## config.mk

```make
export PLATFORM = sky130hd
export DESIGN_NAME = pc_card_socket_signaling
export DESIGN_NICKNAME = d
export VERILOG_FILES = /design/src/pkg/pc_card_pkg.sv /design/src/core/pc_card_socket_signaling.sv
export VERILOG_INCLUDE_DIRS = /design/src /design/src/pkg
export SDC_FILE = /design/constraint.sdc
export NUM_CORES = 1
export LEC_CHECK = 0
export BUFFER_PORTS_ARGS = -buffer_cell sky130_fd_sc_hd__buf_2
export CORE_MARGIN = 5
export CORE_UTILIZATION = 50
export CTS_BUF_LIST = sky130_fd_sc_hd__clkbuf_8
export DETAILED_ROUTE_END_ITERATION = 7
export PLACE_DENSITY = 0.76
export SLEW_MARGIN = 10
export SYNTH_ARGS = -nofsm -noshare
export SYNTH_HDL_FRONTEND = slang
export SYNTH_SLANG_ARGS = --single-unit
export TNS_END_PERCENT = 5
```

## constraint.sdc

```tcl
create_clock -name I_CORE_CLK -period 6.7 [get_ports I_CORE_CLK]
set_input_delay 0 -clock I_CORE_CLK [delete_from_list [all_inputs] [get_ports I_CORE_CLK]]
set_output_delay 0 -clock I_CORE_CLK [all_outputs]
set_load 0.01 [all_outputs]
```

## src/pkg/pc_card_params.svh

```systemverilog
// offsets-free constant set for the pc card socket signalling block
// assumes a 20 MHz core clock; strobe, setup, tail and clock-run counts derive from the times below
`ifndef PC_CARD_PARAMS_SVH
`define PC_CARD_PARAMS_SVH

`define CORE_CLK_MHZ 20
// least strobe width and setup before a strobe, in ns
`define STROBE_MIN_NS 300
`define SETUP_MIN_NS 100
// strobe tail after the card releases its wait request, in ns
`define WAIT_TAIL_NS 100
// clock-run notice and check windows, in ns
`define CLKRUN_NOTICE_NS 200
`define STROBE_MIN_CYC (((`STROBE_MIN_NS * `CORE_CLK_MHZ) + 999) / 1000)
`define SETUP_MIN_CYC (((`SETUP_MIN_NS * `CORE_CLK_MHZ) + 999) / 1000)
`define WAIT_TAIL_CYC (((`WAIT_TAIL_NS * `CORE_CLK_MHZ) + 999) / 1000)
`define CLKRUN_CYC (((`CLKRUN_NOTICE_NS * `CORE_CLK_MHZ) + 999) / 1000)
// card clock half periods in core cycles: full rate and slowed rate
`define CARD_BUS_CLOCK_HALF_FAST 4'h1
`define CARD_BUS_CLOCK_HALF_SLOW 4'h4
// synchroniser width: wait, wp, vs pair, clkrun, 16 data bits
`define SYNC_W 21

`endif

```

## src/pkg/pc_card_pkg.sv

```systemverilog
// types shared by the pc card socket signalling block
// assumes pc_card_params.svh supplies the numeric constants
package pc_card_pkg;

    typedef enum logic [1:0] {
        SP_COMMON = 2'h0,
        SP_ATTR = 2'h1,
        SP_IO = 2'h2
    } space_e;

    typedef struct packed {
        logic is_write;
        space_e space;
        logic [15:0] wdata;
    } req_s;

    typedef enum logic [4:0] {
        AC_IDLE = 5'h01,
        AC_SETUP = 5'h02,
        AC_STROBE = 5'h04,
        AC_TAIL = 5'h08,
        AC_DONE = 5'h10
    } acc_state_e;

    typedef enum logic [3:0] {
        CK_FAST = 4'h1,
        CK_NOTIFY = 4'h2,
        CK_CHECK = 4'h4,
        CK_LOW = 4'h8
    } clk_state_e;

endpackage
```

## src/core/pc_card_socket_signaling.sv

```systemverilog
// socket side control of a pc card host: 16-bit strobes and cardbus clock
// assumes card pins arrive unsynchronised; host side is on I_CORE_CLK
`include "pc_card_params.svh"
`timescale 1ns/1ns

// What this block does
// - attribute select stays high during every common memory access
// - attribute select low routes memory strobes to attribute, io to io
// - card reset output hard-resets a 16-bit card while asserted
// - both voltage sense lines are judged together for card voltage
// - card wait request stretches the cycle; cycle never ends meanwhile
// - write strobe clocks write data into memory cards
// - for an io card the write-protect input means 16-bit port
// - cardbus signals sampled on card clock rise, except control lines
// - card clock at bus rate, may slow or stop, stopped means low
// - device uses clock-run to announce a lower card clock
// - during cardbus reset card floats and device drives valid levels
// - cardbus reset asserts anytime, releases only on card clock rise
// - output enable low makes memory card drive read data
// - io read strobe for io reads, io write strobe low latches writes
module pc_card_socket_signaling (
    // clock and reset
    input wire logic I_CORE_CLK,
    input wire logic I_RESET,
    // host side
    input wire logic i_cardbus_mode,
    input wire logic i_io_card,
    input wire logic i_card_reset_req,
    input wire logic i_clk_slow_req,
    input wire logic i_clk_stop,
    input wire logic i_req_valid,
    input wire pc_card_pkg::req_s i_req,
    output logic o_req_ready,
    output logic o_done,
    output logic [15:0] o_rdata,
    output logic o_write_protect,
    output logic o_port_is_16bit,
    output logic o_low_voltage_card,
    // 16-bit card pins
    output logic O_REG_N,
    output logic O_CARD_RESET,
    output logic O_OE_N,
    output logic O_WE_N,
    output logic O_IO_READ_STROBE_N,
    output logic O_IO_WRITE_STROBE_N,
    output logic [15:0] O_DATA,
    output logic O_DATA_OE,
    input wire logic [15:0] I_DATA,
    input wire logic I_WAIT_N,
    input wire logic I_WP,
    input wire logic [1:0] I_VS,
    // cardbus pins
    output logic O_CARD_BUS_CLOCK,
    output logic O_CARD_BUS_RESET_N,
    output logic O_CLKRUN_N,
    output logic O_CLKRUN_OE,
    input wire logic I_CLKRUN_N
);

    // ------------------------------------------------------------
    // input synchronisers
    // ------------------------------------------------------------
    localparam logic [3:0] SETUP_C = 4'(`SETUP_MIN_CYC);
    localparam logic [3:0] STROBE_C = 4'(`STROBE_MIN_CYC);
    localparam logic [3:0] TAIL_C = 4'(`WAIT_TAIL_CYC);
    localparam logic [3:0] NOTICE_C = 4'(`CLKRUN_CYC);

    logic [`SYNC_W-1:0] sync1_ff;
    logic [`SYNC_W-1:0] sync2_ff;

    // clkrun and vs are not card-clock sampled, so plain two-flop sync
    always_ff @(posedge I_CORE_CLK) begin
        sync1_ff <= {I_WAIT_N, I_WP, I_VS, I_CLKRUN_N, I_DATA};
        sync2_ff <= sync1_ff;
    end

    wire card_wait = ~sync2_ff[20];
    wire wp_s = sync2_ff[19];
    wire [1:0] vs_s = sync2_ff[18:17];
    wire clkrun_in_n = sync2_ff[16];
    wire [15:0] data_s = sync2_ff[15:0];

    // ------------------------------------------------------------
    // sense lines and card reset
    // ------------------------------------------------------------
    logic wp_ff;
    logic p16_ff;
    logic lowv_ff;
    logic card_rst_ff;

    always_ff @(posedge I_CORE_CLK) begin
        if (I_RESET) begin
            wp_ff <= 1'b0;
            p16_ff <= 1'b0;
            lowv_ff <= 1'b0;
            card_rst_ff <= 1'b1;
        end else begin
            wp_ff <= wp_s & ~i_io_card;
            p16_ff <= wp_s & i_io_card;
            lowv_ff <= ~(vs_s[0] & vs_s[1]);
            card_rst_ff <= i_card_reset_req & ~i_cardbus_mode;
        end
    end

    assign o_write_protect = wp_ff;
    assign o_port_is_16bit = p16_ff;
    assign o_low_voltage_card = lowv_ff;
    assign O_CARD_RESET = card_rst_ff;

    // ------------------------------------------------------------
    // 16-bit access sequencer
    // ------------------------------------------------------------
    pc_card_pkg::acc_state_e acc_ff;
    pc_card_pkg::acc_state_e nxt_acc;
    pc_card_pkg::req_s req_ff;
    logic [3:0] acnt_ff;
    logic [15:0] rdata_ff;

    wire acc_idle = (acc_ff == pc_card_pkg::AC_IDLE);
    wire strobe_on = (acc_ff == pc_card_pkg::AC_STROBE) ||
                     (acc_ff == pc_card_pkg::AC_TAIL);
    wire acnt_zero = (acnt_ff == 4'h0);
    wire is_io = (req_ff.space == pc_card_pkg::SP_IO);
    wire can_start = i_req_valid & ~i_cardbus_mode & ~card_rst_ff;

    assign o_req_ready = acc_idle & ~i_cardbus_mode & ~card_rst_ff;

    always_comb begin
        nxt_acc = acc_ff;
        case (acc_ff)
            pc_card_pkg::AC_IDLE: begin
                if (can_start) begin
                    nxt_acc = pc_card_pkg::AC_SETUP;
                end
            end
            pc_card_pkg::AC_SETUP: begin
                if (acnt_zero) begin
                    nxt_acc = pc_card_pkg::AC_STROBE;
                end
            end
            pc_card_pkg::AC_STROBE: begin
                // wait is seen late through the sync, so a minimum width
                // gives the card time to answer before we look at it
                if (acnt_zero && !card_wait) begin
                    nxt_acc = pc_card_pkg::AC_TAIL;
                end
            end
            pc_card_pkg::AC_TAIL: begin
                if (card_wait) begin
                    nxt_acc = pc_card_pkg::AC_STROBE;
                end else if (acnt_zero) begin
                    nxt_acc = pc_card_pkg::AC_DONE;
                end
            end
            pc_card_pkg::AC_DONE: nxt_acc = pc_card_pkg::AC_IDLE;
            default: nxt_acc = pc_card_pkg::AC_IDLE;
        endcase
    end

    always_ff @(posedge I_CORE_CLK) begin
        if (I_RESET) begin
            acc_ff <= pc_card_pkg::AC_IDLE;
            req_ff <= '0;
            acnt_ff <= 4'h0;
            rdata_ff <= 16'h0000;
        end else begin
            acc_ff <= nxt_acc;
            if (acc_idle && can_start) begin
                req_ff <= i_req;
            end
            if (nxt_acc != acc_ff) begin
                acnt_ff <= (nxt_acc == pc_card_pkg::AC_SETUP) ? SETUP_C - 4'h1 :
                           (nxt_acc == pc_card_pkg::AC_STROBE) ?
                           STROBE_C - 4'h1 : TAIL_C - 4'h1;
            end else if (!acnt_zero) begin
                acnt_ff <= acnt_ff - 4'h1;
            end
            if (acc_ff == pc_card_pkg::AC_TAIL && nxt_acc ==
                pc_card_pkg::AC_DONE && !req_ff.is_write) begin
                rdata_ff <= data_s;
            end
        end
    end

    assign o_done = (acc_ff == pc_card_pkg::AC_DONE);
    assign o_rdata = rdata_ff;
    // common memory keeps the select high; attribute and io pull it low
    assign O_REG_N = acc_idle | (req_ff.space == pc_card_pkg::SP_COMMON);
    assign O_OE_N = ~(strobe_on & ~is_io & ~req_ff.is_write);
    assign O_WE_N = ~(strobe_on & ~is_io & req_ff.is_write);
    assign O_IO_READ_STROBE_N = ~(strobe_on & is_io & ~req_ff.is_write);
    assign O_IO_WRITE_STROBE_N = ~(strobe_on & is_io & req_ff.is_write);
    assign O_DATA = req_ff.wdata;
    assign O_DATA_OE = ~acc_idle & req_ff.is_write;

    // ------------------------------------------------------------
    // cardbus clock, clock-run and reset
    // ------------------------------------------------------------
    pc_card_pkg::clk_state_e ck_ff;
    pc_card_pkg::clk_state_e nxt_ck;
    logic [3:0] ccnt_ff;
    logic [3:0] half_ff;
    logic card_bus_clock_ff;
    logic card_bus_reset_n_ff;

    wire cb_rst = I_RESET | ~i_cardbus_mode | i_card_reset_req;
    wire ccnt_zero = (ccnt_ff == 4'h0);
    wire ck_low = (ck_ff == pc_card_pkg::CK_LOW);
    wire [3:0] half_lim = ck_low ? `CARD_BUS_CLOCK_HALF_SLOW : `CARD_BUS_CLOCK_HALF_FAST;
    wire half_hit = (half_ff >= half_lim - 4'h1);
    // a stop only lands on a low phase so the clock parks low
    wire hold_low = ~i_cardbus_mode | (ck_low & i_clk_stop & ~card_bus_clock_ff);
    wire toggle = half_hit & ~hold_low;
    wire card_bus_clock_rise = toggle & ~card_bus_clock_ff;

    always_comb begin
        nxt_ck = ck_ff;
        case (ck_ff)
            pc_card_pkg::CK_FAST: begin
                if (i_clk_slow_req && card_bus_reset_n_ff) begin
                    nxt_ck = pc_card_pkg::CK_NOTIFY;
                end
            end
            pc_card_pkg::CK_NOTIFY: begin
                if (ccnt_zero) begin
                    nxt_ck = pc_card_pkg::CK_CHECK;
                end
            end
            pc_card_pkg::CK_CHECK: begin
                if (!clkrun_in_n) begin
                    nxt_ck = pc_card_pkg::CK_FAST;
                end else if (ccnt_zero) begin
                    nxt_ck = pc_card_pkg::CK_LOW;
                end
            end
            pc_card_pkg::CK_LOW: begin
                if (!clkrun_in_n || !i_clk_slow_req) begin
                    nxt_ck = pc_card_pkg::CK_FAST;
                end
            end
            default: nxt_ck = pc_card_pkg::CK_FAST;
        endcase
        if (!card_bus_reset_n_ff) begin
            nxt_ck = pc_card_pkg::CK_FAST;
        end
    end

    always_ff @(posedge I_CORE_CLK) begin
        if (I_RESET) begin
            ck_ff <= pc_card_pkg::CK_FAST;
            ccnt_ff <= 4'h0;
            half_ff <= 4'h0;
            card_bus_clock_ff <= 1'b0;
        end else begin
            ck_ff <= nxt_ck;
            if (nxt_ck != ck_ff) begin
                ccnt_ff <= NOTICE_C - 4'h1;
            end else if (!ccnt_zero) begin
                ccnt_ff <= ccnt_ff - 4'h1;
            end
            half_ff <= (half_hit || hold_low) ? 4'h0 : half_ff + 4'h1;
            if (toggle) begin
                card_bus_clock_ff <= ~card_bus_clock_ff;
            end
        end
    end

    // assertion is immediate; release waits for a card clock rise
    always_ff @(posedge I_CORE_CLK) begin
        if (cb_rst) begin
            card_bus_reset_n_ff <= 1'b0;
        end else if (card_bus_clock_rise) begin
            card_bus_reset_n_ff <= 1'b1;
        end
    end

    assign O_CARD_BUS_CLOCK = card_bus_clock_ff;
    assign O_CARD_BUS_RESET_N = card_bus_reset_n_ff;
    // during reset we drive clock-run high so the line never floats
    assign O_CLKRUN_OE = ~card_bus_reset_n_ff | (ck_ff == pc_card_pkg::CK_NOTIFY);
    assign O_CLKRUN_N = 1'b1;
endmodule // pc_card_socket_signaling

```

### Word-level counts from Yosys, hierarchy flattened

Index checks and enable logic that the tools add are counted.

* add/subtract/negate cells: 4
* $lt $le $gt $ge: 1
* equal/unequal tests: 17
* multiplexer cells: 20
* bitwise logic cells: 38
* reduce and logical (&&, ||, !) cells: 16

Operator list (number)
* $mux W4: 8
* $mux W5: 5
* $pmux W5 S4: 1
* $and A1 B1 Y1: 19
* $pmux W4 S4: 1
* $not A1 Y1: 14
* $eq A5 B2 Y1 const B: 2
* $eq A5 B3 Y1 const B: 2
* $eq A5 B5 Y1 const B: 2
* $mux W3: 3
* $logic_not A4 Y1: 2
* $sub A4 B1 Y4 const B: 2
* $eq A5 B1 Y1 const B: 1
* $eq A5 B4 Y1 const B: 1
* $logic_and A1 B1 Y1: 5
* $ne A5 B5 Y1: 1
* $or A1 B1 Y1: 5
* $add A4 B1 Y4 const B: 1
* $eq A4 B1 Y1 const B: 1
* $eq A4 B2 Y1 const B: 1
* $eq A4 B3 Y1 const B: 1
* $eq A4 B4 Y1 const B: 1
* $ge A4 B4 Y1: 1
* $mux W2: 2
* 8 further kinds: 14

* register bits: 104
* input port bits: 48
* output and inout bits: 48
* word-level logic and storage cells: 114

### Longest topological paths before layout

* word-level depth: 9
* gate-level depth with buffers: 9
* mapped depth without buffers: 8

### Least setup slack after synthesis

Ideal clock, no wire load.

* kind: register to register
* from: register ck_ff[0]
* to: register half_ff[2]
* library setup time: 0.065 ns
* arrival: 2.251 ns
* data required time: 6.635 ns
* setup slack: 4.384 ns
* stages on the path, launching flop included: 10
* buffers on the path: 1
* clock period less this slack: 2.316 ns
* path through: dfxtp_1 clkbuf_1 or2_2 nor3b_2 ha_1 nand2b_1 a2111o_1 nor3_1 o21ai_0 nor2_1

* longest elaborated chain between the ends: 6
* elaborated cells on any way between the ends: 9
* those cells by class: add/sub: 1; order compare: 1; eq/ne: 1; mux: 1; bitwise: 3; reduce/logical: 2

RTL lines
* start: declaration: line pc_card_socket_signaling.sv:199 `pc_card_pkg::clk_state_e ck_ff;`
* start signal: assignment: line pc_card_socket_signaling.sv:250 `ck_ff <= pc_card_pkg::CK_FAST;`
* start signal: assignment: line pc_card_socket_signaling.sv:255 `ck_ff <= nxt_ck;`
* $eq A4 B4 Y1 *: line pc_card_socket_signaling.sv:208 `wire ck_low = (ck_ff == pc_card_pkg::CK_LOW);`
* $mux W3 (no source line) or $and A1 B1 Y1 (tied branches)
* $sub A3 B1 Y4 or $and A1 B1 Y1 (tied branches): line pc_card_socket_signaling.sv:210, pc_card_socket_signaling.sv:212
* $ge A4 B4 Y1 or $or A1 B1 Y1 (tied branches): line pc_card_socket_signaling.sv:210, pc_card_socket_signaling.sv:212
* $logic_or A1 B1 Y1 *: line pc_card_socket_signaling.sv:261 `half_ff <= (half_hit || hold_low) ? 4'h0 : half_ff + 4'h1;`
* $reduce_or A2 Y1 (no source line) *
* end signal: assignment: line pc_card_socket_signaling.sv:261
* end: declaration: line pc_card_socket_signaling.sv:202 `logic [3:0] half_ff;`

Every way passes the cells marked *; elsewhere a longest branch is shown, timed or not.
A chain may end at the register's enable or synchronous reset.

### Final worst setup path

* from: register ck_ff[1]
* to: register card_bus_reset_n_ff (netlist: O_CARD_BUS_RESET_N)

* longest elaborated chain between the ends: 7
* elaborated cells on any way between the ends: 10
* those cells by class: add/sub: 1; order compare: 1; eq/ne: 1; mux: 1; bitwise: 6

RTL lines
* $eq A4 B4 Y1 *: line pc_card_socket_signaling.sv:208
* parallel branches: the longest is 4 deep, another holds $sub A3 B1 Y4
* $and A1 B1 Y1 *: line pc_card_socket_signaling.sv:213 `wire toggle = half_hit & ~hold_low;`
* $and A1 B1 Y1 *: line pc_card_socket_signaling.sv:214 `wire card_bus_clock_rise = toggle & ~card_bus_clock_ff;`
* end signal: assignment: line pc_card_socket_signaling.sv:271 `card_bus_reset_n_ff <= 1'b0;`
* end signal: assignment: line pc_card_socket_signaling.sv:273 `card_bus_reset_n_ff <= 1'b1;`
* end: declaration: line pc_card_socket_signaling.sv:204 `logic card_bus_reset_n_ff;`

Mark *: on every way between the ends.

==> metrics <==
status finished, final reports clean; I/O Pins between 90 and 100; clk_skew roughly 13 ps; Final Cell Area roughly 0.0048 mm2; via/cell ratio between 4 and 5; TritonCTS clock tree yes; Starting Density between 50% and 60%; first-pass GRT wire length around 14000 um; Multi-input gate area approximately 0.0015 mm2; worst vdd ir ~0.17 mV; vias in the first global route between 2000 and 3000; Post-Syn Area roughly 0.0038 mm2; CTS buffer count 9; GRT Util Overall 17.3%; Slew Viols, Final 0; register area share after synthesis 54.1%; Synth-to-Final Area Change 25.7%; n_diodes 0; via count 2915; setup violators final 0; post-CTS setup buffers 0; final HPWL from detailed placement 5300 um; yosys warns 0; Rel. slew slack 40.7%; worst path cell trace or2_2 -> nor3b_2 -> ha_1 -> nand2b_1 -> a2111o_1 -> a21oi_1 -> nor4_1 -> dlygate4sd3_1; clock slew at reported path FFs 100 ps; Seq. cell area ~0.0021 mm2; Slew @ Worst Pin about 900 ps; Setup TNS Final 0 ps; final wirelength 8170 um; Rows 32; Avg Cell Area, Syn roughly 10 um2; Fillers about 590; number of synthesized flops with an enable pin 0; Die Span Y 97.7 um; syn nets 420; Die ar. approximately 0.0096 mm2; Critical Path AT ~3100 ps; placed inst area 0.00419 mm2; Mapped Cells between 300 and 400; H-tree depth 3; Worst path slowest cell dlygate4sd3_1; drc violations 0; Pre-Repair DR Iteration Count 4; Max-Cap Viols 0; Power Dens Cells about 260 mW/mm2; core area about 0.0076 mm2; RSZ-0062 raised after global routing no; Util after Layout a little under two thirds; Main synth FF type dfxtp_1; area leader, netlist dfxtp_1; clock buffer depth 2; hold violation count in the final report 0; total power about 1.3 mW; number of clock sinks 104; Final #Nets roughly 540; CTS-repair resized insts 0; max incr delay on CP slightly below 600 ps; largest net degree at the start of global routing 57; #FFs+latches synth around 100; critical path peak fanout 12; insertion delay to the later sink of the worst-skew pair approximately 350 ps; P_leak around 2.3 nW; hold slack 45.5 ps; DIE WIDTH 97.7 um; Wirelength per Cell between 10 and 15 um; min cycle time layout 2880 ps; ANT nets after route 0; FMAX between 300 and 400 MHz; crit share post-route about 43%; gr ovfl total 0; clk root buf clkbuf_8; share of layout cells above drive strength 1 ~25%; CP Data Required Time a little under 7000 ps; placer's final routability congestion estimate around 0.86; Worst Hold Class in -> reg; CP top delay family simple AND/OR/NAND/NOR gates; Startpoint Class register; Bufs and invs on worst path 1; IO Port Bufs 94; CP Capture Type register; initial antenna violation count 0; top-area cell type share of the netlist area roughly 54%; Starting DRT DRC Count ~150; Post-synth ARST share 0%; Cell variety after synth 54; kind of critical path reg -> reg; Synth area leaders dfxtp_1, mux2i_1, nor2_1
-- synth_stat cells, types with 2 or more instances --
| cell type | number |
|---|---|
| or3_1 | 5 |
| a21o_1 | 3 |
| xnor2_1 | 7 |
| clkbuf_1 | 9 |
| a21oi_1 | 13 |
| nor4_1 | 3 |
| dfxtp_1 | 104 |
| nor3b_1 | 6 |
| a31o_2 | 2 |
| buf_4 | 18 |
| and3b_1 | 2 |
| nor2_1 | 52 |
| and3_1 | 3 |
| nand3b_1 | 2 |
| buf_1 | 2 |
| o31ai_1 | 3 |
| nor3_1 | 9 |
| nand3_1 | 5 |
| o21ai_0 | 6 |
| nand2_1 | 9 |
| buf_6 | 4 |
| ha_1 | 5 |
| mux2i_1 | 37 |
| nand4_1 | 4 |
| nand2b_1 | 9 |
| inv_1 | 12 |
| o21bai_1 | 2 |
| o22ai_1 | 2 |
| nor2b_1 | 3 |
| conb_1 | 2 |
-- routing by layer --
layer / up-vias / GRT usage (%) / part of all wire (%)
met2: 79 / 29.2 / 51
li1: 1458 / - / -
met3: 12 / 5.50 / 6.1
met1: 1366 / 20.2 / 41
met4: 0 / 7.77 / 1.9
met5: - / 0 / 0
-- path summary, 6_finish.rpt --
check,depth (start not counted),from,slack (ps),to
worst min-delay path,4,i_clk_slow_req,50,ck_ff[0]
worst max-delay path,8,ck_ff[1],3820,O_CARD_BUS_RESET_N
worst max register to register,8,ck_ff[1],3820,O_CARD_BUS_RESET_N
worst min register to register,0,sync1_ff[9],330,sync2_ff[9]
-- tightest hold or removal path, stage by stage --
cell and delay, ps:
buf_2 130, nor3_1 70, nor2_1 70, o21ai_0 70
-- through the flow --
stage / worst slack [ps] / instances
after floorplan: 4380 / 367
after global placement: 4330 / 528
after detailed placement: 4270 / 528
after CTS: 3840 / 589
after global routing: 3660 / 589
final: 3820 / 589
-- logic make-up after synthesis --
logic type	synth area share (%)
mux	9.92
flops	54.1
compound gates	7.35
xor+xnor	1.59
simple gates	17.3
other cells	0.195
buf+inv	7.96
fa+ha+maj	1.63
-- flip-flops by register name, summed over array words and instances, names as in the netlist, 3 cells and up --
register / flops
O_DATA: 16
acc_ff: 5
acnt_ff: 4
ccnt_ff: 4
ck_ff: 4
half_ff: 4
o_rdata: 16
req_ff: 3
sync1_ff: 21
sync2_ff: 21
-- placed cells by master, fill, tap and decap left out, drive strengths merged, types with 2 or more instances in the layout --
| cell type | netlist | routed |
|---|---|---|
| and3 | 3 | 3 |
| nand4 | 4 | 4 |
| nor4 | 3 | 3 |
| conb | 2 | 2 |
| o21ai | 6 | 6 |
| o31ai | 3 | 3 |
| nand3 | 5 | 5 |
| dlygate4sd3 | 0 | 45 |
| clkinv | 0 | 5 |
| nor3 | 10 | 10 |
| inv | 12 | 14 |
| a31o | 2 | 2 |
| nand2 | 9 | 9 |
| nand2b | 9 | 9 |
| or2 | 2 | 2 |
| o22ai | 2 | 2 |
| a21oi | 13 | 13 |
| buf | 27 | 95 |
| a2111oi | 2 | 2 |
| nor3b | 8 | 8 |
| a21o | 3 | 3 |
| and3b | 2 | 2 |
| xnor2 | 7 | 7 |
| nor2 | 52 | 52 |
| nand3b | 3 | 3 |
| o21bai | 2 | 2 |
| or3 | 5 | 5 |
| nor2b | 3 | 3 |
| dfxtp | 104 | 104 |
| clkbuf | 9 | 9 |
| ha | 5 | 5 |
| mux2i | 37 | 37 |
-- report_power, final --
| group | switching [mW] | internal (mW) |
|---|---|---|
| registers | 0.0265 | 0.658 |
| logic | 0.104 | 0.111 |
| clock network | 0.219 | 0.143 |
-- layout make-up --
class	count	share of cell area, %
Clock buffer	9	2.56
Clock inverter	7	1.47
Timing Repair Buffer	140	19.2
Multi-Input combinational cell	215	30.2
Tap cell	102	2.64
Inverter	12	0.931
Sequential cell	104	43.0
-- what timing repair did --
item / CTS / global route
setup endpoints to repair: 0 / 0
hold buffers: 45 / 0
endpoints found under the hold margin: 45 / 0
(Power assumes the default switching activity.)
